<file path="config.mk">
export PLATFORM = sky130hd
export DESIGN_NAME = mia_arbiter
export DESIGN_NICKNAME = d
export VERILOG_FILES = /design/src/hdl/mia_pkg.sv /design/src/hdl/mia_arbiter.sv /design/src/hdl/mia_vec_sel.sv
export VERILOG_INCLUDE_DIRS = /design/src /design/src/hdl
export SDC_FILE = /design/constraint.sdc
export NUM_CORES = 1
export LEC_CHECK = 0
export BUFFER_PORTS_ARGS = -buffer_cell sky130_fd_sc_hd__buf_2
export CORE_ASPECT_RATIO = 1.1
export CORE_MARGIN = 2
export CORE_UTILIZATION = 46
export DETAILED_ROUTE_END_ITERATION = 10
export MAX_ROUTING_LAYER = met4
export PLACE_DENSITY = 0.8
export SYNTH_ARGS = -nofsm -noshare
export SYNTH_HDL_FRONTEND = slang
export SYNTH_SLANG_ARGS = --single-unit
export TNS_END_PERCENT = 10
</file>
<file path="constraint.sdc">
create_clock -name clk -period 1.8 [get_ports clk]
set_clock_uncertainty 0.1 [all_clocks]
set_input_delay 0.27 -clock clk [delete_from_list [all_inputs] [get_ports clk]]
set_output_delay 0.27 -clock clk [all_outputs]
set_load 0.01 [all_outputs]
</file>
<file path="src/hdl/mia_params.svh">
// constants of the maskable interrupt arbiter
`ifndef MIA_PARAMS_SVH
`define MIA_PARAMS_SVH

// source count and widths
`define MIA_NSRC       11
`define MIA_PC_W       15

// fixed service entry and vector page bytes
`define MIA_SVC_ADDR   15'h00ff
`define MIA_VEC_TRAP   8'hfe
`define MIA_VEC_DFLT   8'he0

// vector byte of each maskable source, index 0 ranks highest
`define MIA_VEC_S0     8'hfc
`define MIA_VEC_S1     8'hfa
`define MIA_VEC_S2     8'hf8
`define MIA_VEC_S3     8'hf6
`define MIA_VEC_S4     8'hf4
`define MIA_VEC_S5     8'hf2
`define MIA_VEC_S6     8'hf0
`define MIA_VEC_S7     8'hee
`define MIA_VEC_S8     8'hec
`define MIA_VEC_S9     8'hea
`define MIA_VEC_S10    8'he2

// acknowledge timing in instruction cycles
`define MIA_ACK_CYCLES 3'h7
`define MIA_PUSH_STEP  3'h2

`endif

</file>
<file path="src/hdl/mia_pkg.sv">
// types shared by the interrupt arbiter files
`include "mia_params.svh"

package mia_pkg;

   // acknowledge sequencer states
   typedef enum logic [0:0] {
      MIA_IDLE,
      MIA_ACK
   } mia_state_t;

   // software access to the flag and enable registers
   typedef struct packed {
      logic                    pend_wr;
      logic [`MIA_NSRC-1:0]    pend_data;
      logic                    en_wr;
      logic [`MIA_NSRC-1:0]    en_data;
      logic                    gie_wr;
      logic                    gie_data;
   } mia_sw_wr_t;

endpackage

</file>
<file path="src/hdl/mia_arbiter.sv">
// maskable interrupt arbiter and acknowledge sequencer
//
// What this block does
// every acknowledge loads the program counter with 00FF
// software trap ranks highest, default vector entry ranks lowest
// eleven maskable inputs with fixed rank and fixed vector slot
// every source but the trap has one enable and one pending flag
// source event sets its pending flag regardless of enable
// maskable fires only with enable, global enable, no trap routine
// requests are judged only at instruction start
// simultaneous requests: highest rank served, others stay pending
// reset clears pending flags, enables and global enable
// flag already pending when enabled fires at once
// source active bit follows enable and pending both set, one cycle later
// a pending skip completes before any acknowledge
// acknowledge start clears the global enable
// acknowledge pushes the address about to execute
// whole acknowledge sequence takes seven instruction cycles
// software setting global enable in the status word allows nesting
// pending and enable bits are software readable and writable
// return sets global enable and reloads the popped address
// still pending requests taken right after return
// service routine clears its own pending flag early
// vector select yields even byte E0..FE, upper PC byte kept
// no active source selects default vector E0
// event and clear in one cycle: the set wins
`include "mia_params.svh"

module mia_arbiter (
   // clock and reset
   input  wire logic                   clk,
   input  wire logic                   srst,
   // peripheral events
   input  wire logic [`MIA_NSRC-1:0]   src_event,
   input  wire logic                   trap_event,
   input  wire logic                   trap_clear,
   // software register writes
   input  wire mia_pkg::mia_sw_wr_t    sw_wr,
   // sequencer
   input  wire logic                   instr_start,
   input  wire logic                   skip_pending,
   input  wire logic                   vis_exec,
   input  wire logic                   return_from_service,
   input  wire logic [`MIA_PC_W-1:0]   pc_in,
   input  wire logic [`MIA_PC_W-1:0]   pop_addr,
   // register read back
   output logic      [`MIA_NSRC-1:0]   pend,
   output logic      [`MIA_NSRC-1:0]   en,
   output logic                        global_irq_enable,
   output logic      [`MIA_NSRC-1:0]   active,
   output logic                        trap_pend,
   output logic                        trap_busy,
   // acknowledge and program counter control
   output logic                        ack_busy,
   output logic                        push_valid,
   output logic      [`MIA_PC_W-1:0]   push_addr,
   output logic                        pc_load,
   output logic      [`MIA_PC_W-1:0]   pc_value
);

   mia_pkg::mia_state_t  state;
   logic [2:0]           ack_cnt;
   logic [`MIA_NSRC-1:0] next_active;
   logic                 trap_req;
   logic                 mask_req;
   logic                 take;
   logic [7:0]           vec_byte;

   // active when enabled and pending
   assign next_active = pend & en;

   // maskable qualification
   // stale flag fires once enabled
   // pending retaken after return
   assign mask_req = global_irq_enable && (|next_active)
                     && !trap_busy;
   assign trap_req = trap_pend && !trap_busy;

   // judged only at instruction start
   // held off while a skip is in progress
   assign take = instr_start && !skip_pending
                 && (state == mia_pkg::MIA_IDLE)
                 && (trap_req || mask_req);

   // per source pending flag, one entry each
   // one flag per maskable source
   genvar g;
   generate
      for (g = 0; g < `MIA_NSRC; g++) begin : g_src
         // event sets flag, set beats clear
         always_ff @(posedge clk) begin
            if (srst) begin
               pend[g] <= 1'b0;
            end else if (src_event[g]) begin
               pend[g] <= 1'b1;
            end else if (sw_wr.pend_wr) begin
               pend[g] <= sw_wr.pend_data[g];
            end
         end
      end
   endgenerate

   // enable register, cleared by reset
   always_ff @(posedge clk) begin
      if (srst) begin
         en <= '0;
      end else if (sw_wr.en_wr) begin
         en <= sw_wr.en_data;
      end
   end

   // global enable cleared on take
   // software write, return sets it
   always_ff @(posedge clk) begin
      if (srst) begin
         global_irq_enable <= 1'b0;
      end else if (take) begin
         global_irq_enable <= 1'b0;
      end else if (return_from_service) begin
         global_irq_enable <= 1'b1;
      end else if (sw_wr.gie_wr) begin
         global_irq_enable <= sw_wr.gie_data;
      end
   end

   // registered copy of active sources
   always_ff @(posedge clk) begin
      if (srst) begin
         active <= '0;
      end else begin
         active <= next_active;
      end
   end

   // trap pending, set wins over clear
   always_ff @(posedge clk) begin
      if (srst) begin
         trap_pend <= 1'b0;
      end else if (trap_event) begin
         trap_pend <= 1'b1;
      end else if (trap_clear) begin
         trap_pend <= 1'b0;
      end
   end

   // trap routine in progress until its flag is cleared
   always_ff @(posedge clk) begin
      if (srst) begin
         trap_busy <= 1'b0;
      end else if (take && trap_req) begin
         trap_busy <= 1'b1;
      end else if (trap_clear && !trap_event) begin
         trap_busy <= 1'b0;
      end
   end

   // seven cycle acknowledge sequencer
   always_ff @(posedge clk) begin
      if (srst) begin
         state   <= mia_pkg::MIA_IDLE;
         ack_cnt <= 3'h0;
      end else begin
         case (state)
            mia_pkg::MIA_IDLE: begin
               if (take) begin
                  state   <= mia_pkg::MIA_ACK;
                  ack_cnt <= 3'h1;
               end
            end
            mia_pkg::MIA_ACK: begin
               if (ack_cnt == `MIA_ACK_CYCLES) begin
                  state   <= mia_pkg::MIA_IDLE;
                  ack_cnt <= 3'h0;
               end else begin
                  ack_cnt <= ack_cnt + 3'h1;
               end
            end
            default: begin
               state <= mia_pkg::MIA_IDLE;
            end
         endcase
      end
   end

   // busy flag mirrors the sequencer
   always_ff @(posedge clk) begin
      if (srst) begin
         ack_busy <= 1'b0;
      end else if (take) begin
         ack_busy <= 1'b1;
      end else if (ack_cnt == `MIA_ACK_CYCLES) begin
         ack_busy <= 1'b0;
      end
   end

   // return address captured and pushed
   always_ff @(posedge clk) begin
      if (srst) begin
         push_addr  <= '0;
         push_valid <= 1'b0;
      end else begin
         if (take) begin
            push_addr <= pc_in;
         end
         push_valid <= (state == mia_pkg::MIA_ACK)
                       && (ack_cnt == `MIA_PUSH_STEP);
      end
   end

   // vector byte of highest ranked request
   mia_vec_sel u_vec (
      .trap_act (trap_pend),
      .active   (next_active),
      .vec_byte (vec_byte)
   );

   // program counter loads: service entry, return, vector select
   always_ff @(posedge clk) begin
      if (srst) begin
         pc_load  <= 1'b0;
         pc_value <= '0;
      end else if ((state == mia_pkg::MIA_ACK)
                   && (ack_cnt == `MIA_ACK_CYCLES)) begin
         // fixed service entry
         pc_load  <= 1'b1;
         pc_value <= `MIA_SVC_ADDR;
      end else if (return_from_service) begin
         // popped address restored
         pc_load  <= 1'b1;
         pc_value <= pop_addr;
      end else if (vis_exec) begin
         // low byte replaced, default E0
         pc_load  <= 1'b1;
         pc_value <= {pc_in[`MIA_PC_W-1:8], vec_byte};
      end else begin
         pc_load  <= 1'b0;
      end
   end
endmodule

</file>
<file path="src/hdl/mia_vec_sel.sv">
// vector byte selection by fixed rank
`include "mia_params.svh"

module mia_vec_sel (
   // requests
   input  wire logic                 trap_act,
   input  wire logic [`MIA_NSRC-1:0] active,
   // result
   output logic      [7:0]           vec_byte
);

   // fixed vector position of each source
   localparam logic [7:0] VEC_TAB [`MIA_NSRC] = '{
      `MIA_VEC_S0, `MIA_VEC_S1, `MIA_VEC_S2, `MIA_VEC_S3,
      `MIA_VEC_S4, `MIA_VEC_S5, `MIA_VEC_S6, `MIA_VEC_S7,
      `MIA_VEC_S8, `MIA_VEC_S9, `MIA_VEC_S10
   };

   // highest rank served first
   // walk lowest rank upward so the highest rank wins
   always_comb begin
      vec_byte = `MIA_VEC_DFLT;
      for (int i = `MIA_NSRC - 1; i >= 0; i--) begin
         if (active[i]) begin
            vec_byte = VEC_TAB[i];
         end
      end
      if (trap_act) begin
         vec_byte = `MIA_VEC_TRAP;
      end
   end

endmodule

</file>
==> results.ini, run 1 <==
[run_status]
outcome = completed

[floorplanning]
fp.coreArea_sq_um = 6160
start_util_pct = 47.5
num_rows = 30
die_h_um = 87.7
die_w_um = 80.1
fp.dieArea_sq_um = 7020
io_pins = 144

[power_and_ir_drop]
p_int_mw = 3.16
seqPwrFrac_pct = 43.0
power_switching_uw = 960
vdd_ir_drop_max_mv = 0.654
power_mw = 4.12
p_comb_share_pct = 12.8
clkPwrFrac_pct = 44.2
p_per_area_nw_per_um2 = 1020
p_sw_share_pct = 23.3
leakagePower_nw = 1.97

[cells_and_area]
area_growth_pct = 38.3
fin_nets = 522
drive_above_1_share_pct = 40.8
antenna_cells = 0

[grt]
grt_pass1_wl_um = 11900
first_global_vias = 2588
overflow = 0
grt_usage_pct = 22.6
grt_max_degree = 33
antenna_found_initial = 0

[synthesis]
ys.flop_type = dfxtp_1
synth.most_common_cell = dfxtp_1
synthArstFlopShare_pct = 0
synth_commonest_cells = dfxtp_1, nor2_1, mux2i_1
synth_fp_nets = 373
yosysSeqAreaShare_pct = 49.9
synth_top_cell_by_area = dfxtp_1
yosysWarnings = 0
synth_edf_count = 0
ys_ff_latch = 73
synth_top_area_share_pct = 49.9
synth_cells = 295
synth_cell_type_count = 42
yosys-top-cells-area = dfxtp_1, nor2_1, mux2i_1, a22o_1, a211oi_1
avgSynthCellArea_sq_um = 9.92
syn_area_sq_um = 2930

[drt]
routed_wirelength_um = 7570
wire_per_inst_um = 14.3
drt_iter0_markers = 89
postRouteAntennaNets = 0
avgViaCountPerCell = 5.17
num_vias = 2733
first_pass_iters = 4
drc_errors = 0

[clocking]
cts_tree = yes
clock_latency_ns = 0.34
path_clk_slew_ns = 0.08
cts.hold.buffers_added = 0
clockBufferDepth = 2
cts_setup_buffers = 0
h-tree-depth = 3
ctsResizeCount = 0
cts_made_buffers = 9
clk_root_buffer_cell = clkbuf_8
numClockSinks = 73

[place]
gp_congestion = 0.778
port_buffers = 143
hpwlAfterDp_um = 5770

[flow_run]
drv_cap = 0

[timing]
fin_crit_sh_pct = 93.0
setup-tns-final_ns = 0
worst_pin_slew_ns = 0.369
slew_viol_final = 0
maxSlewHeadroom_pct = 75.4
rsz0062_at_grt = false
min_period_ns = 1.67
fmax_ghz = 0.597
hold_violations = 0
setup_violations = 0

[critical_path]
critPathKind = flip-flop to flip-flop
start_kind = flip-flop
cp_max_fo = 17
required_ns = 1.93
cp.arrival_ns = 1.80
critPathCaptureType = flip-flop

[worst_hold_path]
hold_class = input pin to flip-flop

==> path summary, 6_finish.rpt <==
check	startpoint	endpoint	slack, ns	cells after the start
setup reg to reg	pend[10]$_SDFFE_PP0P_	push_addr[10]$_SDFFE_PP0P_	0.13	5
hold / removal	src_event[1]	pend[1]$_SDFFE_PP0P_	0.03	3
hold reg to reg	en[10]$_SDFFE_PP0P_	active[10]$_SDFF_PP0_	0.37	2
setup / recovery	pend[10]$_SDFFE_PP0P_	push_addr[10]$_SDFFE_PP0P_	0.13	5
==> cells by family after synthesis <==
kind of cell               Yosys count  share of synthesized area [%]
adders and majority gates            3                           1.28
muxes                               19                           6.54
AOI/OAI and AO/OA                   76                           20.8
buffers and inverters               20                           3.46
DFF                                 73                           49.9
and+or+nand+nor                    104                           18.0
==> per-layer routing <==
metal | vias up | routed length [um] | GRT usage [%]
met2 | 124 | 3510 | 37.4
met5 | - | 0 | -
met1 | 1243 | 3340 | 26.7
met3 | 8 | 624 | 5.57
met4 | 0 | 103 | 8.47
li1 | 1358 | - | -
==> power by group through the flow <==
stage | combinational (mW) | clock [mW] | sequential (mW)
after floorplan | 0.253 | 0 | 1.84
after global placement | 0.523 | 0 | 1.80
after detailed placement | 0.531 | 0 | 1.81
after CTS | 0.534 | 1.84 | 1.77
after global routing | 0.583 | 1.92 | 1.78
final | 0.529 | 1.82 | 1.77
==> flip-flops by register name (all words and copies together), names as in the netlist <==
| signal | count |
|---|---|
| pc_value | 15 |
| push_addr | 15 |
| active | 11 |
| en | 11 |
| pend | 11 |
| ack_cnt | 3 |
| ack_busy | 1 |
| global_irq_enable | 1 |
| pc_load | 1 |
| push_valid | 1 |
| state | 1 |
| trap_busy | 1 |
| trap_pend | 1 |
==> final cells by class <==
class / count / area (sq um)
clock buffer: 9 / 124
clock inverter: 7 / 166
fill: 526 / 2110
inverter: 2 / 7.51
multi-input combinational: 202 / 1360
sequential: 73 / 1460
tap: 80 / 100
timing repair buffer: 156 / 826
==> cells in the final DEF, fill, tap and decap left out, types with 2 or more instances in the layout <==
master and instances:
buf_2 143, dfxtp_1 73, nor2_1 49, mux2i_1 18
nand2_1 17, a21oi_1 17, a22o_1 17, nor2b_1 13
a211oi_1 13, buf_4 12, nand2b_1 9, clkbuf_8 9
o31ai_1 7, bufinv_16 5, a221oi_1 4, nor3b_1 3
ha_1 3, inv_1 2, a22oi_2 2, nand4b_1 2
nand3b_1 2, a31oi_1 2, o21ai_0 2, a211oi_4 2
o21bai_1 2, o21a_1 2, nand4_1 2
==> worst max-delay path, cell delays in order, from the launching register on <==
cell and delay, ns:
dfxtp_1 0.34, a22oi_1 0.30, and4_4 0.31, a211oi_4 0.06
buf_4 0.21, a22o_1 0.25
==> through the flow <==
stage	hold WS, ns	instances	instance area, sq um	utilization (%)	worst slack (ns)
after global routing	0.0300	529	4050	65.8	0.0130
after global placement	0.351	513	3760	61.1	0.204
after floorplan	0.287	295	2930	-	0.144
final	0.0342	529	4050	65.8	0.126
after CTS	0.0236	529	4050	65.8	0.117
after detailed placement	0.357	513	3760	61.1	0.144
Power figures use the tool's default switching activity.
==> inputs of run 2 (changes only) <==
- ABC_AREA: default -> 1
- CORE_UTILIZATION: 46 -> 45
- PLACE_DENSITY: 0.8 -> 0.79
- RECOVER_POWER: default -> 25
==> run 2 against run 1 <==
Effect of this change: sequential share of layout area increased by 1.6 points; die area shrank 1.3%; clock power down 13%; register-to-register slack lost 0.03 ns; synthesized area shrank 3.5%; flip-flop and latch count stayed put; final cell count rose by 12%; first-iteration DRC count up 66%; utilization shrank 2.4 points; power down 5.4%; fmax shrank 1.9%; hold slack better by 0.015 ns; largest cell class unchanged; highest routed layer unchanged.
==> results.ini, run 2 <==
[power_and_ir_drop]
leakagePower_nw = 2.08  ; +5.4%
seqPwrFrac_pct = 45.7  ; +2.7 points
vdd_ir_drop_max_mv = 0.717  ; +9.7%
clkPwrFrac_pct = 40.8  ; -3.4 points
p_sw_share_pct = 24.6  ; +1.3 points
p_comb_share_pct = 13.5  ; +0.7 points
power_mw = 3.90  ; -5.4%
power_switching_uw = 958  ; -0.15%
p_per_area_nw_per_um2 = 1010  ; -1.2%
p_int_mw = 2.94  ; -7.0%

[cells_and_area]
final_cell_mix = buf_2, dfxtp_1, nand2_1, nor2_1, a21oi_1
reg_top3 = pc_value x15, push_addr x15
final_common_cell = buf_2
final_cells = 593  ; +12%
area_growth_pct = 37.3
antenna_cells = 0  ; unchanged
fin_nets = 586  ; +12%
drive_above_1_share_pct = 35.3  ; -5.5 points

[synthesis]
yosysWarnings = 0  ; unchanged
ys.flop_type = dfxtp_1
synth_top_area_share_pct = 51.8  ; +1.8 points
synth_edf_count = 0  ; unchanged
syn_area_sq_um = 2820  ; -3.5%
synth_xor_area_share_pct = 0  ; unchanged
synth-simple-area-share_pct = 21.8  ; +3.8 points
synth_cells = 361  ; +22%
synth_commonest_cells = dfxtp_1, nand2_1, nor2_1
synthAdderAreaFrac_pct = 1.33  ; +0.047 points
synth_compound_area_share_pct = 17.5  ; -3.3 points
ys_ff_latch = 73  ; unchanged
synth_top_family_by_area = simple AND/OR/NAND/NOR gates
yosysSeqAreaShare_pct = 51.8  ; +1.8 points
synth_cell_type_count = 27  ; -36%
avgSynthCellArea_sq_um = 7.82  ; -21%
synth_top_cell_by_area = dfxtp_1
synth.most_common_cell = dfxtp_1
yosys-top-cells-area = dfxtp_1, nand2_1, nor2_1, a21oi_1, o21ai_0
synth.area.mux_share_pct = 0  ; -6.5 points
synth_fp_nets = 439  ; +18%
synthArstFlopShare_pct = 0  ; unchanged

[floorplanning]
num_rows = 30  ; unchanged
die_w_um = 79.5  ; -0.65%
fp.dieArea_sq_um = 6930  ; -1.3%
fp.coreArea_sq_um = 6120  ; -0.61%
start_util_pct = 46.2  ; -1.4 points
die_h_um = 87.1  ; -0.65%
io_pins = 144  ; unchanged

[critical_path]
cp_max_fo = 5  ; -12
critPathCaptureType = flip-flop
cp.arrival_ns = 1.84  ; +0.04 ns
start_kind = flip-flop
required_ns = 1.93  ; about the same
critPathKind = flip-flop to flip-flop

[clocking]
clk_root_buffer_cell = clkbuf_8
path_clk_slew_ns = 0.08  ; about the same
clock_latency_ns = 0.34  ; about the same
cts_made_buffers = 9  ; unchanged
cts_tree = yes
ctsResizeCount = 0  ; unchanged
cts.hold.buffers_added = 0  ; unchanged
clockBufferDepth = 2  ; unchanged
cts_setup_buffers = 0  ; unchanged
numClockSinks = 73  ; unchanged
h-tree-depth = 3  ; unchanged

[timing]
rsz0062_at_grt = true
worst_pin_slew_ns = 0.482  ; +0.113 ns
hold_violations = 0  ; unchanged
maxSlewHeadroom_pct = 67.9  ; -7.5 points
setup-tns-final_ns = 0  ; unchanged
min_period_ns = 1.71  ; +0.0329 ns
slew_viol_final = 0  ; unchanged
setup_violations = 0  ; unchanged
fin_crit_sh_pct = 94.8  ; +1.8 points
worst_hold_slack_ns = 0.0496  ; +0.0153 ns
fmax_ghz = 0.586  ; -1.9%

[drt]
drc_errors = 0  ; unchanged
postRouteAntennaNets = 0  ; unchanged
drt_iter0_markers = 148  ; +66%
avgViaCountPerCell = 4.94  ; -4.4%
first_pass_iters = 4  ; unchanged
wire_per_inst_um = 13.3  ; -7.0%
num_vias = 2928  ; +7.1%
routed_wirelength_um = 7900  ; +4.3%

[run_status]
outcome = completed

[grt]
grt_max_degree = 31  ; -6.1%
grt_pass1_wl_um = 12300  ; +3.5%
first_global_vias = 2591  ; +0.12%
overflow = 0  ; unchanged
grt_usage_pct = 24.0  ; +1.4 points
antenna_found_initial = 0  ; unchanged

[place]
port_buffers = 143  ; unchanged
hpwlAfterDp_um = 6010  ; +4.2%
place_inst = 577  ; +12%
gp_congestion = 0.895  ; +15%

[flow_run]
drv_cap = 0  ; unchanged

[worst_hold_path]
hold_class = input pin to flip-flop

-- run 2: cell types whose count changed after synthesis, sizes merged, moves of 12 or more --
cell,delta
a21oi,+22
o21ai,+33
nand2,+57
mux2i,-18
nor2b,-13
nor2,+12
inv,+31
a211oi,-13
a22o,-18
-- run 2: logic make-up (layout without fill, tap and decap cells) --
group                    count (synthesis)  in the layout
AO/OA/AOI/OAI                           89             89
AND/OR/NAND/NOR                        148            148
adder cells (fa/ha/maj)                  3              3
flip-flops                              73             73
buffers and inverters                   48            200
-- run 2: path summary, 6_finish.rpt --
kind,from,endpoint,slack (ns),cells past startpoint
worst min register to register,ack_cnt[2]$_SDFFE_PP0P_,push_valid$_SDFF_PP0_,0.37,1
worst max-delay path,ack_cnt[1]$_SDFFE_PP0P_,pc_value[5]$_SDFFE_PP0P_,0.09,7
worst min-delay path,sw_wr[6],en[4]$_SDFFE_PP0P_,0.05,3
worst max register to register,ack_cnt[1]$_SDFFE_PP0P_,pc_value[5]$_SDFFE_PP0P_,0.09,7
-- run 2: final cells by class --
cell class                 count  area [sq um]
clock buffer                  12           155
clock inverter                 4          98.8
fill                         542          2240
inverter                      33           126
multi-input combinational    240          1160
sequential                    73          1460
tap                           80           100
timing repair buffer         151           773
-- run 2: critical path, stage by stage (launching register included) --
cell,delay (ns)
dfxtp_1,0.35
ha_1,0.19
ha_1,0.21
nand2_1,0.19
inv_1,0.14
nor2_1,0.10
inv_1,0.08
o221a_2,0.23
-- run 2: per-layer routing --
metal  vias up  GRT usage [%]  wire, um
li1       1460              -         -
met1      1346           29.0      3340
met2       104           39.8      4000
met3        18           4.67       369
met4         0           8.93       184
met5         -              -         0
-- run 2: power groups by stage --
stage	registers, mW	clock network (mW)	logic, mW
floorplan	1.86	0	0.237
global placement	1.81	0	0.514
detailed placement	1.82	0	0.524
CTS	1.78	1.60	0.527
global route	1.79	1.70	0.589
finish	1.78	1.59	0.527
-- run 2: per-stage QoR --
stage	cell area, sq um	util, %	worst slack [ns]
after floorplan	2820	-	0.300
after global placement	3610	59.0	0.152
after detailed placement	3610	59.0	0.0438
after CTS	3870	63.2	0.0422
after global routing	3880	63.4	-0.00546
final	3880	63.4	0.0929
==> inputs of run 3 (changes only) <==
- BUFFER_PORTS_ARGS: -buffer_cell sky130_fd_sc_hd__buf_2 -> -buffer_cell sky130_fd_sc_hd__buf_4
==> run 3 against run 2 <==
Effect of this change: clock power shrank 9%; first-iteration DRC count up 23%; count of clock-buffer cells in the layout decreased by 1; register-to-register slack got worse by 0.02 ns; final area grew 8.2%; sequential power is essentially flat; sequential share of layout area is 2.8 points lower; die area did not move; hold slack worse by 0.0027 ns.
==> results.ini, run 3 (synthesized netlist as in run 2, its figures left out) <==
[critical_path]
cp_max_fo = 5  ; unchanged
cp.arrival_ns = 1.86  ; +0.02 ns
worstRegToRegCells = 7  ; unchanged
critPathKind = flip-flop to flip-flop
critPathCaptureType = flip-flop
reg2reg_to = pc_value[5]$_SDFFE_PP0P_
r2r_setup_slack_ns = 0.07  ; -0.02 ns
start_kind = flip-flop
reg2reg_from = ack_cnt[1]$_SDFFE_PP0P_
required_ns = 1.93  ; about the same

[place]
port_buffers = 143  ; unchanged
hpwlAfterDp_um = 6220  ; +3.4%
gp_congestion = 0.880  ; -1.6%
place_area_sq_um = 3960  ; +9.5%

[timing]
fin_crit_sh_pct = 95.9  ; +1.1 points
min_period_ns = 1.73  ; +0.0190 ns
fmax_ghz = 0.579  ; -1.1%
worst_hold_slack_ns = 0.0469  ; -0.00268 ns
setup-tns-final_ns = 0  ; unchanged
slew_viol_final = 0  ; unchanged
maxSlewHeadroom_pct = 64.9  ; -2.9 points
hold_violations = 0  ; unchanged
setup_violations = 0  ; unchanged
worst_pin_slew_ns = 0.526  ; +0.0441 ns

[floorplanning]
start_util_pct = 46.2  ; unchanged
io_pins = 144  ; unchanged
die_w_um = 79.5  ; unchanged
num_rows = 30  ; unchanged
fp.coreArea_sq_um = 6120  ; unchanged
die_h_um = 87.1  ; unchanged
fp.dieArea_sq_um = 6930  ; unchanged

[clocking]
path_clk_slew_ns = 0.08  ; about the same
cts_made_buffers = 9  ; unchanged
cts_setup_buffers = 0  ; unchanged
clk_root_buffer_cell = clkbuf_8
numClockSinks = 73  ; unchanged
clock_latency_ns = 0.34  ; about the same
cts_tree = yes
clockBufferDepth = 2  ; unchanged
h-tree-depth = 3  ; unchanged

[cells_and_area]
fin_nets = 584  ; -0.34%
multi_input_area_sq_um = 1160  ; -0.22%
area_growth_pct = 48.5
reg_top3 = pc_value x15, push_addr x15
num-fill-cells = 514  ; -5.2%
final_cell_mix = buf_4, dfxtp_1, nand2_1, nor2_1, a21oi_1
final_area_sq_um = 4190  ; +8.2%
antenna_cells = 0  ; unchanged
final_common_cell = buf_4
seq_area_sq_um = 1460  ; +0.17%
final_util_pct = 68.5  ; +5.2 points
drive_above_1_share_pct = 35.4  ; +0.14 points

[drt]
postRouteAntennaNets = 0  ; unchanged
first_pass_iters = 5  ; +1
avgViaCountPerCell = 5.02  ; +1.6%
drc_errors = 0  ; unchanged
drt_iter0_markers = 182  ; +23%
routed_wirelength_um = 8360  ; +5.8%
num_vias = 2964  ; +1.2%
wire_per_inst_um = 14.1  ; +6.1%

[grt]
grt_max_degree = 31  ; unchanged
first_global_vias = 2726  ; +5.2%
antenna_found_initial = 0  ; unchanged
overflow = 0  ; unchanged
grt_pass1_wl_um = 12900  ; +4.5%
grt_usage_pct = 24.8  ; +0.81 points

[power_and_ir_drop]
p_per_area_nw_per_um2 = 922  ; -8.3%
power_mw = 3.87  ; -0.85%
vdd_ir_drop_max_mv = 0.604  ; -16%
leakagePower_nw = 2.14  ; +2.8%

[worst_hold_path]
holdPathEnd = push_addr[3]$_SDFFE_PP0P_
hp-start = pc_in[3]
hold_class = input pin to flip-flop
hold_path_depth = 3  ; unchanged

[run_status]
outcome = completed

[flow_run]
drv_cap = 0  ; unchanged

run 3: cell type report:
class | count | share of cell area (%)
inverter | 33 | 3.01
clock inverter | 5 | 1.85
timing repair buffer | 149 | 26.6
clock buffer | 11 | 3.61
sequential | 73 | 34.9
tap | 80 | 2.39
multi-input combinational | 240 | 27.7
run 3: what timing repair did:
action,in CTS,in global routing
hold buffers,0,0
endpoints found under the setup margin,0,10
gates resized for setup,0,6
hold endpoints to repair,0,0
run 3: worst max-delay path by stage:
stage | endpoint | startpoint | cells past startpoint | slack, ns
4_1_cts | pc_value[12]$_SDFFE_PP0P_ | ack_cnt[1]$_SDFFE_PP0P_ | 7 | 0.06
3_3_place_gp | pc_value[11]$_SDFFE_PP0P_ | ack_cnt[1]$_SDFFE_PP0P_ | 7 | 0.16
2_1_floorplan | pc_value[5]$_SDFFE_PP0P_ | ack_cnt[1]$_SDFFE_PP0P_ | 7 | 0.30
6_report | pc_value[5]$_SDFFE_PP0P_ | ack_cnt[1]$_SDFFE_PP0P_ | 7 | 0.07
5_1_grt | pc_value[5]$_SDFFE_PP0P_ | ack_cnt[1]$_SDFFE_PP0P_ | 7 | -0.01
3_5_place_dp | pc_value[12]$_SDFFE_PP0P_ | ack_cnt[1]$_SDFFE_PP0P_ | 7 | 0.07
run 3: per-layer routing:
layer | track usage (%) | vias up | wire length, um
met1 | 30.3 | 1351 | 3340
met4 | 10.7 | 0 | 238
li1 | - | 1463 | -
met5 | - | - | 0
met3 | 4.25 | 18 | 532
met2 | 40.5 | 132 | 4240
run 3: metrics by stage:
step           worst slack [ns]  cells
2_1_floorplan             0.300    361
3_3_place_gp              0.160    575
3_5_place_dp             0.0713    575
4_1_cts                  0.0648    591
5_1_grt                 -0.0137    591
6_report                 0.0739    591
run 3: report_power, final:
| part | switching [mW] | leakage [nW] | internal (mW) |
|---|---|---|---|
| Combinational | 0.308 | 1.42 | 0.315 |
| Sequential | 0.0717 | 0.603 | 1.72 |
| Clock | 0.603 | 0.115 | 0.851 |
run 3: worst max-delay path, stage by stage (launching register included):
cell and delay [ns]:
dfxtp_1 0.35, ha_1 0.20, ha_1 0.21, nand2_1 0.19, inv_1 0.14, nor2_1 0.12, inv_1 0.09, o221a_2 0.24
